$ cat src/inc/scs_pkg.sv
package scs_pkg;

  // Register offsets on the register port
  localparam logic [2:0] SCS_OFF_SYS_SEL  = 3'h0;  // system_clock_source_select
  localparam logic [2:0] SCS_OFF_PRESCALE = 3'h1;  // system_prescaler_setting
  localparam logic [2:0] SCS_OFF_FREEZE   = 3'h2;  // clock_settings_freeze
  localparam logic [2:0] SCS_OFF_RTC      = 3'h3;  // realtime_counter_clock_select
  localparam logic [2:0] SCS_OFF_USB      = 3'h4;  // usb_clock_setup
  localparam logic [2:0] SCS_OFF_STATUS   = 3'h5;  // Switch status, read only

  // Reset values
  localparam logic [2:0] SCS_RST_SYS_SEL  = 3'h0;
  localparam logic [6:0] SCS_RST_PRESCALE = 7'h00;
  localparam logic [3:0] SCS_RST_RTC      = 4'h0;
  localparam logic [5:0] SCS_RST_USB      = 6'h00;

  // Field positions
  localparam int SCS_PSA_LSB    = 2;  // first_stage_divide [6:2]
  localparam int SCS_PSBC_LSB   = 0;  // second_third_stage_divide [1:0]
  localparam int SCS_COUNTER_SOURCE_SELECT_LSB = 1;  // counter_source_select [3:1]
  localparam int SCS_COUNTER_SOURCE_ENABLE_BIT  = 0;  // counter_source_enable
  localparam int SCS_USBDIV_LSB = 3;  // usb_divide_factor [5:3]
  localparam int SCS_USB_SOURCE_SELECT_LSB = 1;  // usb_source_select [2:1]
  localparam int SCS_USBEN_BIT  = 0;  // usb_source_enable
  localparam int SCS_FREEZE_BIT = 0;  // Freeze bit
  localparam int SCS_STAT_BUSY  = 0;  // Status: switch in progress
  localparam int SCS_STAT_ACT   = 1;  // Status: active source [3:1]

  // System clock source codes
  localparam logic [2:0] SCS_SRC_RC2M  = 3'h0;
  localparam logic [2:0] SCS_SRC_RC32M = 3'h1;
  localparam logic [2:0] SCS_SRC_RC32K = 3'h2;
  localparam logic [2:0] SCS_SRC_EXT   = 3'h3;
  localparam logic [2:0] SCS_SRC_PLL   = 3'h4;
  localparam int         SCS_NUM_SRC   = 5;

  // Largest valid first stage code and largest usb divide code
  localparam logic [4:0] SCS_PSA_MAX    = 5'h11;
  localparam logic [2:0] SCS_USBDIV_MAX = 3'h5;

  // Clock switch edge counts on old and new source
  localparam logic [1:0] SCS_OLD_EDGES = 2'h2;
  localparam logic [1:0] SCS_NEW_EDGES = 2'h2;

  // Clock switch sequencer
  typedef enum logic [1:0] {
    SCS_SW_IDLE = 2'b00,
    SCS_SW_OLD  = 2'b01,
    SCS_SW_NEW  = 2'b10
  } scs_sw_state_t;

endpackage

$ cat src/rtl/scs_div_stage.sv
`timescale 1ns/1ps
// One prescaler stage: divides an upstream tick train by 2**shift
module scs_div_stage (
  // Clock and reset
  input  wire logic       clk_sys_in,
  input  wire logic       srst_in,
  // Upstream tick and ratio
  input  wire logic       tick_in,
  input  wire logic [3:0] shift_in,
  // Divided tick
  output logic            tick_out
);
  logic [8:0] count_reg;   // Upstream ticks seen in this period
  logic [3:0] shift_reg;   // Ratio in force
  logic [8:0] last_count;  // Terminal count for the ratio in force
  logic       wrap;        // Last upstream tick of a period

  assign last_count = 9'((10'h001 << shift_reg) - 10'h001);
  assign wrap       = tick_in && (count_reg == last_count);

  // Period counter
  always_ff @(posedge clk_sys_in) begin
    if (srst_in) begin
      count_reg <= 9'h000;
    end else if (wrap) begin
      count_reg <= 9'h000;
    end else if (tick_in) begin
      count_reg <= count_reg + 9'h001;
    end
  end

  // A new ratio is taken only at a period boundary, so no short pulse ever appears
  always_ff @(posedge clk_sys_in) begin
    if (srst_in) begin
      shift_reg <= 4'h0;
    end else if (wrap) begin
      shift_reg <= shift_in;
    end
  end

  // Registered output tick
  always_ff @(posedge clk_sys_in) begin
    if (srst_in) begin
      tick_out <= 1'b0;
    end else begin
      tick_out <= wrap;
    end
  end
endmodule

$ cat src/rtl/scs_clock_ctrl.sv
`timescale 1ns/1ps
module scs_clock_ctrl
  import scs_pkg::*;
(
  // Clock and reset
  input  wire logic                            clk_sys_in,
  input  wire logic                            srst_in,
  // Register port
  input  wire logic [2:0]                      reg_addr_in,
  input  wire logic [7:0]                      reg_wdata_in,
  input  wire logic                            reg_wr_in,
  input  wire logic                            reg_rd_in,
  output logic [7:0]                           reg_rdata_out,
  // Timed unlock window from the protection logic, same clock
  input  wire logic                            ccp_open_in,
  // Oscillator ready flags and raw source clocks, asynchronous
  input  wire logic [scs_pkg::SCS_NUM_SRC-1:0] src_ready_in,
  input  wire logic [scs_pkg::SCS_NUM_SRC-1:0] src_clk_in,
  // System clock selection
  output logic [2:0]                           sys_source_out,
  output logic                                 switch_busy_out,
  output logic [scs_pkg::SCS_NUM_SRC-1:0]      src_hold_out,
  // Prescaler clock enables
  output logic                                 per4_tick_out,
  output logic                                 per2_tick_out,
  output logic                                 cpu_tick_out,
  // Real-time counter clock
  output logic [2:0]                           counter_source_out,
  output logic                                 counter_clock_enable_out,
  // Usb clock
  output logic [1:0]                           usb_source_out,
  output logic [2:0]                           usb_divide_out,
  output logic                                 usb_clock_enable_out
);
  import scs_pkg::*;

  // Decode of a first stage code into a shift; valid codes are zero and odd up to the maximum
  function automatic logic psa_valid(input logic [4:0] code);
    psa_valid = (code == 5'h00) || (code[0] && (code <= SCS_PSA_MAX));
  endfunction

  function automatic logic [3:0] psa_shift(input logic [4:0] code);
    psa_shift = (code == 5'h00) ? 4'h0 : 4'(({1'b0, code} + 6'h01) >> 1);
  endfunction

  // Register state
  logic [2:0]    sys_sel_reg;      // Requested system source
  logic [2:0]    active_src_reg;   // Source actually clocking the system
  logic [2:0]    old_src_reg;      // Source being left during a switch
  logic [4:0]    psa_reg;          // first_stage_divide
  logic [1:0]    psbc_reg;         // second_third_stage_divide
  logic          freeze_reg;       // Freeze bit
  logic [2:0]    rtc_src_reg;      // counter_source_select
  logic          rtc_en_reg;       // counter_source_enable
  logic [2:0]    usb_div_reg;      // usb_divide_factor
  logic [1:0]    usb_src_reg;      // usb_source_select
  logic          usb_en_reg;       // usb_source_enable
  logic [7:0]    rdata_reg;        // Read data, valid one cycle after the strobe
  scs_sw_state_t sw_state_reg;     // Switch sequencer
  logic [1:0]    edge_cnt_reg;     // Edges counted in the current switch phase

  // Synchronisers
  logic [SCS_NUM_SRC-1:0] rdy_meta_reg;  // First stage, read only by the second
  logic [SCS_NUM_SRC-1:0] rdy_sync_reg;
  logic [SCS_NUM_SRC-1:0] clk_meta_reg;  // First stage, read only by the second
  logic [SCS_NUM_SRC-1:0] clk_sync_reg;
  logic [SCS_NUM_SRC-1:0] clk_prev_reg;
  logic [SCS_NUM_SRC-1:0] src_rise;      // Rising edge of each source clock

  // Write qualifiers
  logic wr_sys;        // Write to the source select register
  logic wr_ps;         // Write to the prescaler register
  logic wr_frz;        // Write to the freeze register
  logic wr_rtc;        // Write to the counter clock register
  logic wr_usb;        // Write to the usb clock register
  logic prot_ok;       // Protected write allowed at all
  logic [2:0] new_sel; // Requested source in the write data
  logic sel_ok;        // Requested source is legal and stable
  logic old_rise;      // Edge of the source being left
  logic new_rise;      // Edge of the source being entered

  assign wr_sys   = reg_wr_in && (reg_addr_in == SCS_OFF_SYS_SEL);
  assign wr_ps    = reg_wr_in && (reg_addr_in == SCS_OFF_PRESCALE);
  assign wr_frz   = reg_wr_in && (reg_addr_in == SCS_OFF_FREEZE);
  assign wr_rtc   = reg_wr_in && (reg_addr_in == SCS_OFF_RTC);
  assign wr_usb   = reg_wr_in && (reg_addr_in == SCS_OFF_USB);
  assign prot_ok  = ccp_open_in && !freeze_reg;
  assign new_sel  = reg_wdata_in[2:0];
  // Busy switches also refuse a new request, so one switch never overlaps another
  assign sel_ok   = (new_sel <= SCS_SRC_PLL) && rdy_sync_reg[new_sel] &&
                    (sw_state_reg == SCS_SW_IDLE);
  assign src_rise = clk_sync_reg & ~clk_prev_reg;
  assign old_rise = src_rise[old_src_reg];
  assign new_rise = src_rise[sys_sel_reg];

  // Two flop synchronisers for the ready flags and source clocks
  always_ff @(posedge clk_sys_in) begin
    if (srst_in) begin
      rdy_meta_reg <= '0;
      rdy_sync_reg <= '0;
      clk_meta_reg <= '0;
      clk_sync_reg <= '0;
      clk_prev_reg <= '0;
    end else begin
      rdy_meta_reg <= src_ready_in;
      rdy_sync_reg <= rdy_meta_reg;
      clk_meta_reg <= src_clk_in;
      clk_sync_reg <= clk_meta_reg;
      clk_prev_reg <= clk_sync_reg;
    end
  end

  // Source select register; the requested code is held even while the switch runs
  always_ff @(posedge clk_sys_in) begin
    if (srst_in) begin
      sys_sel_reg <= SCS_RST_SYS_SEL;
    end else if (wr_sys && prot_ok && sel_ok) begin
      sys_sel_reg <= new_sel;
    end
  end

  // Switch sequencer: old source edges first, then new source edges
  always_ff @(posedge clk_sys_in) begin
    if (srst_in) begin
      sw_state_reg   <= SCS_SW_IDLE;
      edge_cnt_reg   <= 2'h0;
      active_src_reg <= SCS_RST_SYS_SEL;
      old_src_reg    <= SCS_RST_SYS_SEL;
    end else begin
      case (sw_state_reg)
        SCS_SW_IDLE: begin
          // Same source requested again needs no switch
          if (sys_sel_reg != active_src_reg) begin
            sw_state_reg <= SCS_SW_OLD;
            old_src_reg  <= active_src_reg;
            edge_cnt_reg <= 2'h0;
          end
        end
        SCS_SW_OLD: begin
          if (old_rise) begin
            if (edge_cnt_reg == SCS_OLD_EDGES - 2'h1) begin
              sw_state_reg <= SCS_SW_NEW;
              edge_cnt_reg <= 2'h0;
            end else begin
              edge_cnt_reg <= edge_cnt_reg + 2'h1;
            end
          end
        end
        SCS_SW_NEW: begin
          if (new_rise) begin
            if (edge_cnt_reg == SCS_NEW_EDGES - 2'h1) begin
              sw_state_reg   <= SCS_SW_IDLE;
              active_src_reg <= sys_sel_reg;
              old_src_reg    <= sys_sel_reg;
              edge_cnt_reg   <= 2'h0;
            end else begin
              edge_cnt_reg <= edge_cnt_reg + 2'h1;
            end
          end
        end
        default: begin
          sw_state_reg <= SCS_SW_IDLE;
        end
      endcase
    end
  end

  // Prescaler register; reserved first stage codes are refused
  always_ff @(posedge clk_sys_in) begin
    if (srst_in) begin
      psa_reg  <= SCS_RST_PRESCALE[6:2];
      psbc_reg <= SCS_RST_PRESCALE[1:0];
    end else if (wr_ps && prot_ok) begin
      if (psa_valid(reg_wdata_in[SCS_PSA_LSB +: 5])) begin
        psa_reg <= reg_wdata_in[SCS_PSA_LSB +: 5];
      end
      psbc_reg <= reg_wdata_in[SCS_PSBC_LSB +: 2];
    end
  end

  // Freeze bit: set only, cleared by reset alone
  always_ff @(posedge clk_sys_in) begin
    if (srst_in) begin
      freeze_reg <= 1'b0;
    end else if (wr_frz && ccp_open_in && reg_wdata_in[SCS_FREEZE_BIT]) begin
      freeze_reg <= 1'b1;
    end
  end

  // Counter clock register; reserved source codes leave the source unchanged
  always_ff @(posedge clk_sys_in) begin
    if (srst_in) begin
      rtc_src_reg <= SCS_RST_RTC[3:1];
      rtc_en_reg  <= SCS_RST_RTC[0];
    end else if (wr_rtc) begin
      if (reg_wdata_in[3:1] != 3'h3 && reg_wdata_in[3:1] != 3'h4) begin
        rtc_src_reg <= reg_wdata_in[SCS_COUNTER_SOURCE_SELECT_LSB +: 3];
      end
      rtc_en_reg <= reg_wdata_in[SCS_COUNTER_SOURCE_ENABLE_BIT];
    end
  end

  // Usb clock register; the divide field is frozen while the source is enabled
  always_ff @(posedge clk_sys_in) begin
    if (srst_in) begin
      usb_div_reg <= SCS_RST_USB[5:3];
      usb_src_reg <= SCS_RST_USB[2:1];
      usb_en_reg  <= SCS_RST_USB[0];
    end else if (wr_usb) begin
      if (!usb_en_reg && reg_wdata_in[SCS_USBDIV_LSB +: 3] <= SCS_USBDIV_MAX) begin
        usb_div_reg <= reg_wdata_in[SCS_USBDIV_LSB +: 3];
      end
      if (!reg_wdata_in[2]) begin
        usb_src_reg <= reg_wdata_in[SCS_USB_SOURCE_SELECT_LSB +: 2];
      end
      usb_en_reg <= reg_wdata_in[SCS_USBEN_BIT];
    end
  end

  // Read data one cycle after the strobe; reserved bits and unmapped offsets read zero
  always_ff @(posedge clk_sys_in) begin
    if (srst_in) begin
      rdata_reg <= 8'h00;
    end else if (!reg_rd_in) begin
      rdata_reg <= 8'h00;
    end else if (reg_addr_in == SCS_OFF_SYS_SEL) begin
      rdata_reg <= {5'h00, sys_sel_reg};
    end else if (reg_addr_in == SCS_OFF_PRESCALE) begin
      rdata_reg <= {1'b0, psa_reg, psbc_reg};
    end else if (reg_addr_in == SCS_OFF_FREEZE) begin
      rdata_reg <= {7'h00, freeze_reg};
    end else if (reg_addr_in == SCS_OFF_RTC) begin
      rdata_reg <= {4'h0, rtc_src_reg, rtc_en_reg};
    end else if (reg_addr_in == SCS_OFF_USB) begin
      rdata_reg <= {2'h0, usb_div_reg, usb_src_reg, usb_en_reg};
    end else if (reg_addr_in == SCS_OFF_STATUS) begin
      rdata_reg <= {4'h0, active_src_reg, (sw_state_reg != SCS_SW_IDLE)};
    end else begin
      rdata_reg <= 8'h00;
    end
  end

  // Prescaler chain as clock enables on the system clock; one stage module per stage
  logic [3:0] shift_b;  // Second stage ratio
  logic [3:0] shift_c;  // Third stage ratio
  assign shift_b = (psbc_reg == 2'h2) ? 4'h2 : ((psbc_reg == 2'h3) ? 4'h1 : 4'h0);
  assign shift_c = psbc_reg[0] ? 4'h1 : 4'h0;

  scs_div_stage u_stage_a (
    .clk_sys_in (clk_sys_in),
    .srst_in    (srst_in),
    .tick_in    (1'b1),
    .shift_in   (psa_shift(psa_reg)),
    .tick_out   (per4_tick_out)
  );

  scs_div_stage u_stage_b (
    .clk_sys_in (clk_sys_in),
    .srst_in    (srst_in),
    .tick_in    (per4_tick_out),
    .shift_in   (shift_b),
    .tick_out   (per2_tick_out)
  );

  scs_div_stage u_stage_c (
    .clk_sys_in (clk_sys_in),
    .srst_in    (srst_in),
    .tick_in    (per2_tick_out),
    .shift_in   (shift_c),
    .tick_out   (cpu_tick_out)
  );

  // Outputs
  assign reg_rdata_out            = rdata_reg;
  assign sys_source_out           = active_src_reg;
  assign switch_busy_out          = (sw_state_reg != SCS_SW_IDLE);
  // Both ends of a switch stay held so neither can be turned off mid switch
  assign src_hold_out             = 5'(5'h01 << active_src_reg) | 5'(5'h01 << sys_sel_reg);
  assign counter_source_out       = rtc_src_reg;
  assign counter_clock_enable_out = rtc_en_reg;
  assign usb_source_out           = usb_src_reg;
  assign usb_divide_out           = usb_div_reg;
  assign usb_clock_enable_out     = usb_en_reg;

  // Checks
  a_unstable_refused: assert property (@(posedge clk_sys_in) disable iff (srst_in)
    wr_sys && !rdy_sync_reg[new_sel] |=> $stable(sys_sel_reg)) else $error("unstable source accepted");
  a_reserved_sel: assert property (@(posedge clk_sys_in) disable iff (srst_in)
    wr_sys && new_sel > SCS_SRC_PLL |=> sys_sel_reg == $past(sys_sel_reg)) else $error("reserved source taken");
  a_unprotected_write: assert property (@(posedge clk_sys_in) disable iff (srst_in)
    (wr_sys || wr_ps) && !ccp_open_in |=> $stable(sys_sel_reg) && $stable(psa_reg)) else $error("unguarded write");
  a_freeze_blocks: assert property (@(posedge clk_sys_in) disable iff (srst_in)
    freeze_reg && wr_ps |=> $stable(psa_reg) && $stable(psbc_reg)) else $error("frozen prescaler changed");
  a_freeze_sticky: assert property (@(posedge clk_sys_in) disable iff (srst_in)
    freeze_reg |=> freeze_reg) else $error("freeze bit cleared");
  a_switch_length: assert property (@(posedge clk_sys_in) disable iff (srst_in)
    $rose(switch_busy_out) |-> switch_busy_out [*4]) else $error("switch too short");
  a_old_held: assert property (@(posedge clk_sys_in) disable iff (srst_in)
    switch_busy_out |-> src_hold_out[old_src_reg] && src_hold_out[sys_sel_reg]) else $error("old source released");
  a_usb_div_frozen: assert property (@(posedge clk_sys_in) disable iff (srst_in)
    usb_en_reg && wr_usb |=> usb_div_reg == $past(usb_div_reg)) else $error("usb divide changed");
  a_per4_full_rate: assert property (@(posedge clk_sys_in) disable iff (srst_in)
    psa_reg == 5'h00 && $past(psa_reg, 2) == 5'h00 && per4_tick_out |=> per4_tick_out) else $error("no division broken");
endmodule

$ cat config.mk
export PLATFORM = sky130hd
export DESIGN_NAME = scs_clock_ctrl
export DESIGN_NICKNAME = d
export VERILOG_FILES = /design/src/inc/scs_pkg.sv /design/src/rtl/scs_div_stage.sv /design/src/rtl/scs_clock_ctrl.sv
export SDC_FILE = /design/constraint.sdc
export NUM_CORES = 1
export LEC_CHECK = 0
export BUFFER_PORTS_ARGS = -buffer_cell sky130_fd_sc_hd__buf_2
export CORE_MARGIN = 2
export CORE_UTILIZATION = 40
export CTS_BUF_LIST = sky130_fd_sc_hd__clkbuf_2 sky130_fd_sc_hd__clkbuf_4 sky130_fd_sc_hd__clkbuf_8
export DETAILED_ROUTE_END_ITERATION = 10
export PLACE_DENSITY = 0.6
export SLEW_MARGIN = 20
export SYNTH_ARGS = -nofsm -noshare
export SYNTH_HDL_FRONTEND = slang
export SYNTH_SLANG_ARGS = --single-unit
export TNS_END_PERCENT = 30
$ cat constraint.sdc
create_clock -name clk_sys_in -period 3.4 [get_ports clk_sys_in]
set_input_delay 0.68 -clock clk_sys_in [delete_from_list [all_inputs] [get_ports clk_sys_in]]
set_output_delay 0.68 -clock clk_sys_in [all_outputs]
set_load 0.01 [all_outputs]
# Word level (Yosys, flattened, before mapping)

Cells that the tools add are included.
Widths: inputs -> output; s select.

Output and inout bits: 30
Bits of input ports: 26
Word-level logic and storage cells: 148
Bits in registers: 105

Multiplexer cells: 31
Bitwise logic cells: 5
$add $sub $neg: 8
Reduce and logical (&&, ||, !) cells: 42
Equality and inequality tests: 21
Order comparisons: 6
Shift operators: 5

Operator list:

| kind                | count |
|---|---|
| $add 9x1->9 const B | 3 |
| $eq 9x9->1          | 3 |
| $shl 1x4->9 const A | 3 |
| $sub 9x1->9 const B | 3 |
| $mux 2              | 10 |
| $logic_and 1x1->1   | 18 |
| $mux 6              | 3 |
| $lt 3x4->1 const B  | 3 |
| $mux 3              | 4 |
| $pmux 2 s3          | 2 |
| $logic_not 5->1     | 2 |
| $shl 1x3->5 const A | 2 |
| $bmux 1 s3          | 3 |
| $mux 4              | 2 |
| $ne 2x2->1 const B  | 4 |
| $reduce_and 2->1    | 4 |
| $reduce_and 4->1    | 2 |
| $reduce_or 2->1     | 4 |
| $mux 7              | 1 |
| $reduce_or 7->1     | 1 |
| $eq 2x2->1 const B  | 3 |
| $eq 3x2->1 const B  | 2 |
| $eq 3x3->1 const B  | 2 |
| $le 3x3->1 const B  | 2 |
| other kinds (24)    | 32 |

# Depth between registers and ports, before layout

Word-level depth: 7
Gate-level depth with buffers: 12
Depth with buffers taken out: 9

# Cells and area by module

A second synthesis with hierarchy kept.

Cells, all modules: 663
Area total of the unflattened synthesis: 5775.5 µm²

Modules (own cells, without submodules):

| module         | sequential area each (µm²) | cells each | times used | area each (µm²) |
|---|---|---|---|---|
| scs_clock_ctrl | 1241.2                     | 336        | 1          | 2975.4 |
| scs_div_stage  | 280.3                      | 109        | 3          | 933.4 |

# Least setup slack after synthesis

No wires, ideal clock.

Path kind: flip-flop to flip-flop
Start point: reg u_stage_a.shift_reg[3]
End point: reg u_stage_a.count_reg[1]
Stages on the path, launching flop included: 13
Required time: 3284 ps
Data arrival time: 2437 ps
Setup time: 116 ps
Slack: 848 ps
Path buffers: 3
Cell sequence: dfxtp_1 clkbuf_1 nor3_1 nand2b_1 ha_1 clkbuf_1 xor2_1 xnor2_1 nand4_1 a211oi_1 nand4_2 buf_6 and3_1

Cells in the longest elaborated chain, start to end: 4

Ends and longest elaborated chain:

| element                   | line                | RTL |
|---|---|---|
| start: declaration        | scs_div_stage.sv:14 | `logic [3:0] shift_reg;` |
| start signal: assignment  | scs_div_stage.sv:37 | `shift_reg <= shift_in;` |
| $shl 1x4->9               | scs_div_stage.sv:18 | `assign last_count = 9'((10'h001 << shift_reg) - 10'h001);` |
| $sub 9x1->9               | scs_div_stage.sv:18 |  |
| $eq 9x9->1                | scs_div_stage.sv:19 | `assign wrap = tick_in && (count_reg == last_count);` |
| $reduce_or 2->1 (no line) | --                  |  |
| end signal: assignment    | scs_div_stage.sv:28 | `count_reg <= count_reg + 9'h001;` |
| end: declaration          | scs_div_stage.sv:13 | `logic [8:0] count_reg;` |

No other way between the ends.
A chain may end at the register's enable or synchronous reset.

# Worst setup path in the final report

Start point: reg u_stage_a.shift_reg[3]
End point: reg u_stage_a.shift_reg[3]

Cells in the longest elaborated chain, start to end: 3

Ends and longest elaborated chain:

| element     | line |
|---|---|
| $shl 1x4->9 | scs_div_stage.sv:18 |
| $sub 9x1->9 | scs_div_stage.sv:18 |
| $eq 9x9->1  | scs_div_stage.sv:19 |

No other way between the ends.

==> results.yml <==
clocking:
  cts_made_buffers: 9
  path_clk_slew_ps: 110
  clock_latency_ps: 400
  cts_root_buf: "clkbuf_8"
  clockBufferDepth: 2
  cts.sinks: 99
  cts_tree: "done"
  hold_buffers: 0
  post_cts_buffers: 0
  cts.htree.levels: 3
  cts.repair.resized: 0
pwr:
  netSwitchingFraction: 0.3095
  peakVddDrop_mv: 0.3316
  leakagePower_nw: 2.244
  power.internal_mw: 1.662
  p_seq_frac: 0.524
  combPwrFrac: 0.154
  p_clk_frac: 0.322
  powerDensity_mw_per_mm2: 458.5
  power_mw: 2.407
  switchingPower_uw: 745.2
cells_and_area:
  final_cell_area_mm2: 0.005250
  n_antenna_cell: 0
  final.fill_count: 1110
  post-route-util: 0.4578
  drive_gt1_frac: 0.1493
  area_growth_pct: 11.06
  fin_nets: 607
detailed_routing:
  dr.pass1.iters: 5
  first_iter_violations: 173
  drt-total-wl_mm: 10.21
  ant_nets: 0
  vias_per_cell: 5.202
  routedWlPerCell_um: 14.20
  dr_total_vias: 3740
  post-route-drc-count: 0
synth:
  synth_edf_count: 0
  synth-seq-cells: 99
  yosysTopAreaCell: "dfxtp_1"
  synth_top_area_share: 0.4193
  synthFlopType: "dfxtp_1"
  syn_area_per_cell_um2: 8.786
  async_flop_share: 0
  synth.top_cells.by_area: "dfxtp_1, nor2_1, mux2i_1, nor2b_1, xor2_1"
  syn-instance-count: 538
  synth.distinct_cells: 58
  netlist_top_cells_count: "dfxtp_1, nor2_1, nand2_1"
  yosysMostFrequentCell: "dfxtp_1"
  yosysWarningCount: 0
  synth_seq_area_share: 0.4193
  netlist_area_mm2: 0.004727
sta:
  hold_viol_final: 0
  worst_slew_pin_slew_ps: 696.4
  final_max_slew_viol_count: 0
  fin_crit_sh: 0.9027
  rsz0062_at_grt: "no"
  slew_headroom: 0.5357
  hold_slack_ps: 447.6
  period_minus_slack_ps: 3069
  fin_worst_skew_ps: 14.96
  fin_tns_setup_ps: 0
  setup_viol: 0
  fmax_mhz: 325.8
floorplanning:
  die_w_um: 112.7
  die_h_um: 112.7
  row_count: 39
  die_area_mm2: 0.01270
  io_pins: 56
  coreArea_mm2: 0.01147
  start_util: 0.4122
global_route:
  grt_pass1_vias: 3479
  grt_max_degree: 68
  grt_busiest_layer: "met2"
  use_met1: 0.2143
  grt_pass1_wl_mm: 17.17
  grt.overflow.total: 0
  grt_usage: 0.1681
  grt_use_met2: 0.2715
  grt_use_met3: 0.05463
  antenna_found_initial: 0
setup_path:
  critPathRequiredTime_ps: 3680
  crit_arrival_ps: 3350
  path_cells: "nor3_1, nand2b_1, ha_1, nor2_1, mux2_4, a211o_1, a32oi_1, nand4_2, mux2_2"
  crit_family: "simple AND/OR/NAND/NOR gates"
  worst_path_max_delay_cell: "dfxtp_1"
  path_class: "reg -> reg"
  slowest_delay_ps: 640
  cp_max_fo: 17
  endpoint_kind: "flip-flop"
  startpoint_type: "flip-flop"
  path_buf_inv: 0
place:
  io_buffers: 52
  hpwl_mm: 7.239
  gp_congestion: 0.7955
  place_area_mm2: 0.005045
job:
  cap_viol_max_count: 0
status:
  status: "finished, final reports clean"
hold_path:
  min_path_type: "reg -> reg"
[metal layers]
| metal | share of wire | vias up |
|---|---|---|
| met2 | 0.47 | 74 |
| met4 | 0.012 | 0 |
| met3 | 0.049 | 13 |
| met5 | 0 | - |
| met1 | 0.47 | 1734 |
| li1 | - | 1919 |
[worst paths after layout]
check                                             from                      to  slack [ps]  depth (start not counted)
worst max-delay path            u_stage_a.shift_reg[3]  u_stage_a.shift_reg[3]         330                          9
worst min-delay path                   clk_meta_reg[1]         clk_sync_reg[1]         450                          1
worst max register to register  u_stage_a.shift_reg[3]  u_stage_a.shift_reg[3]         330                          9
worst min register to register         clk_meta_reg[1]         clk_sync_reg[1]         450                          1
[cell type report]
cell class              instances  area, µm²  share of cell area
repair buffers                 55      282.8             0.05386
flip-flops and latches         99       1982              0.3775
well taps                     143      178.9             0.03408
clock inverters                 7      81.33             0.01549
multi-input cells             392       2549              0.4855
clock buffers                   9      123.9             0.02359
inverters                      14      52.55             0.01001
[placed cells by master (no fill, tap or decap), types with 3 or more instances in the layout]
cell type  instances
a21oi_1           15
nand3b_1           3
buf_2             52
mux2_2             6
buf_4              3
o31ai_1            3
nor4_1             8
dfxtp_1           99
mux4_2             3
nand2b_1          15
mux2i_1           24
a22oi_1            6
xor2_1            23
nor3_1             9
nor4b_1            3
and3_1            18
ha_1              10
nand2_1           39
a211oi_1           5
a22o_1             3
or3_1              3
xnor2_1           11
clkbuf_8           9
o211ai_1           3
nor2b_1           38
nand4_1            9
nor3b_1            3
nor2_1            69
inv_1             14
nand3_1           14
o21ai_0           14
a31oi_1            4
[cells by family after synthesis]
logic type               Yosys count  synth area share
XOR/XNOR                          34           0.06300
buffers and inverters             48           0.04235
adder cells (fa/ha/maj)           11           0.02859
AND/OR/NAND/NOR                  238            0.2578
AO/OA/AOI/OAI                     73            0.1056
other                              1         0.0007933
flip-flops                        99            0.4193
multiplexers                      34           0.08258
[power by group through the flow]
stage,clock (mW),combinational (mW),sequential (mW)
2_1_floorplan,0,0.283,1.28
3_3_place_gp,0,0.364,1.28
3_5_place_dp,0,0.372,1.29
4_1_cts,0.811,0.373,1.26
5_1_grt,0.855,0.418,1.27
6_report,0.775,0.371,1.26
[stage by stage]
stage | std cells | setup WS [ps]
final | 719 | 330.9
after global routing | 719 | 43.80
after CTS | 719 | 353.4
after detailed placement | 703 | 339.7
after global placement | 703 | 465.7
after floorplan | 539 | 847.5
[worst register-to-register path, delay by kind of cell, from the launching register on]
kind	cells	cell delay, ps
simple gates	4	690
mux	2	680
flops	1	640
compound gates	2	560
fa+ha+maj	1	390
Note: power is estimated with default switching activity, not from simulation.
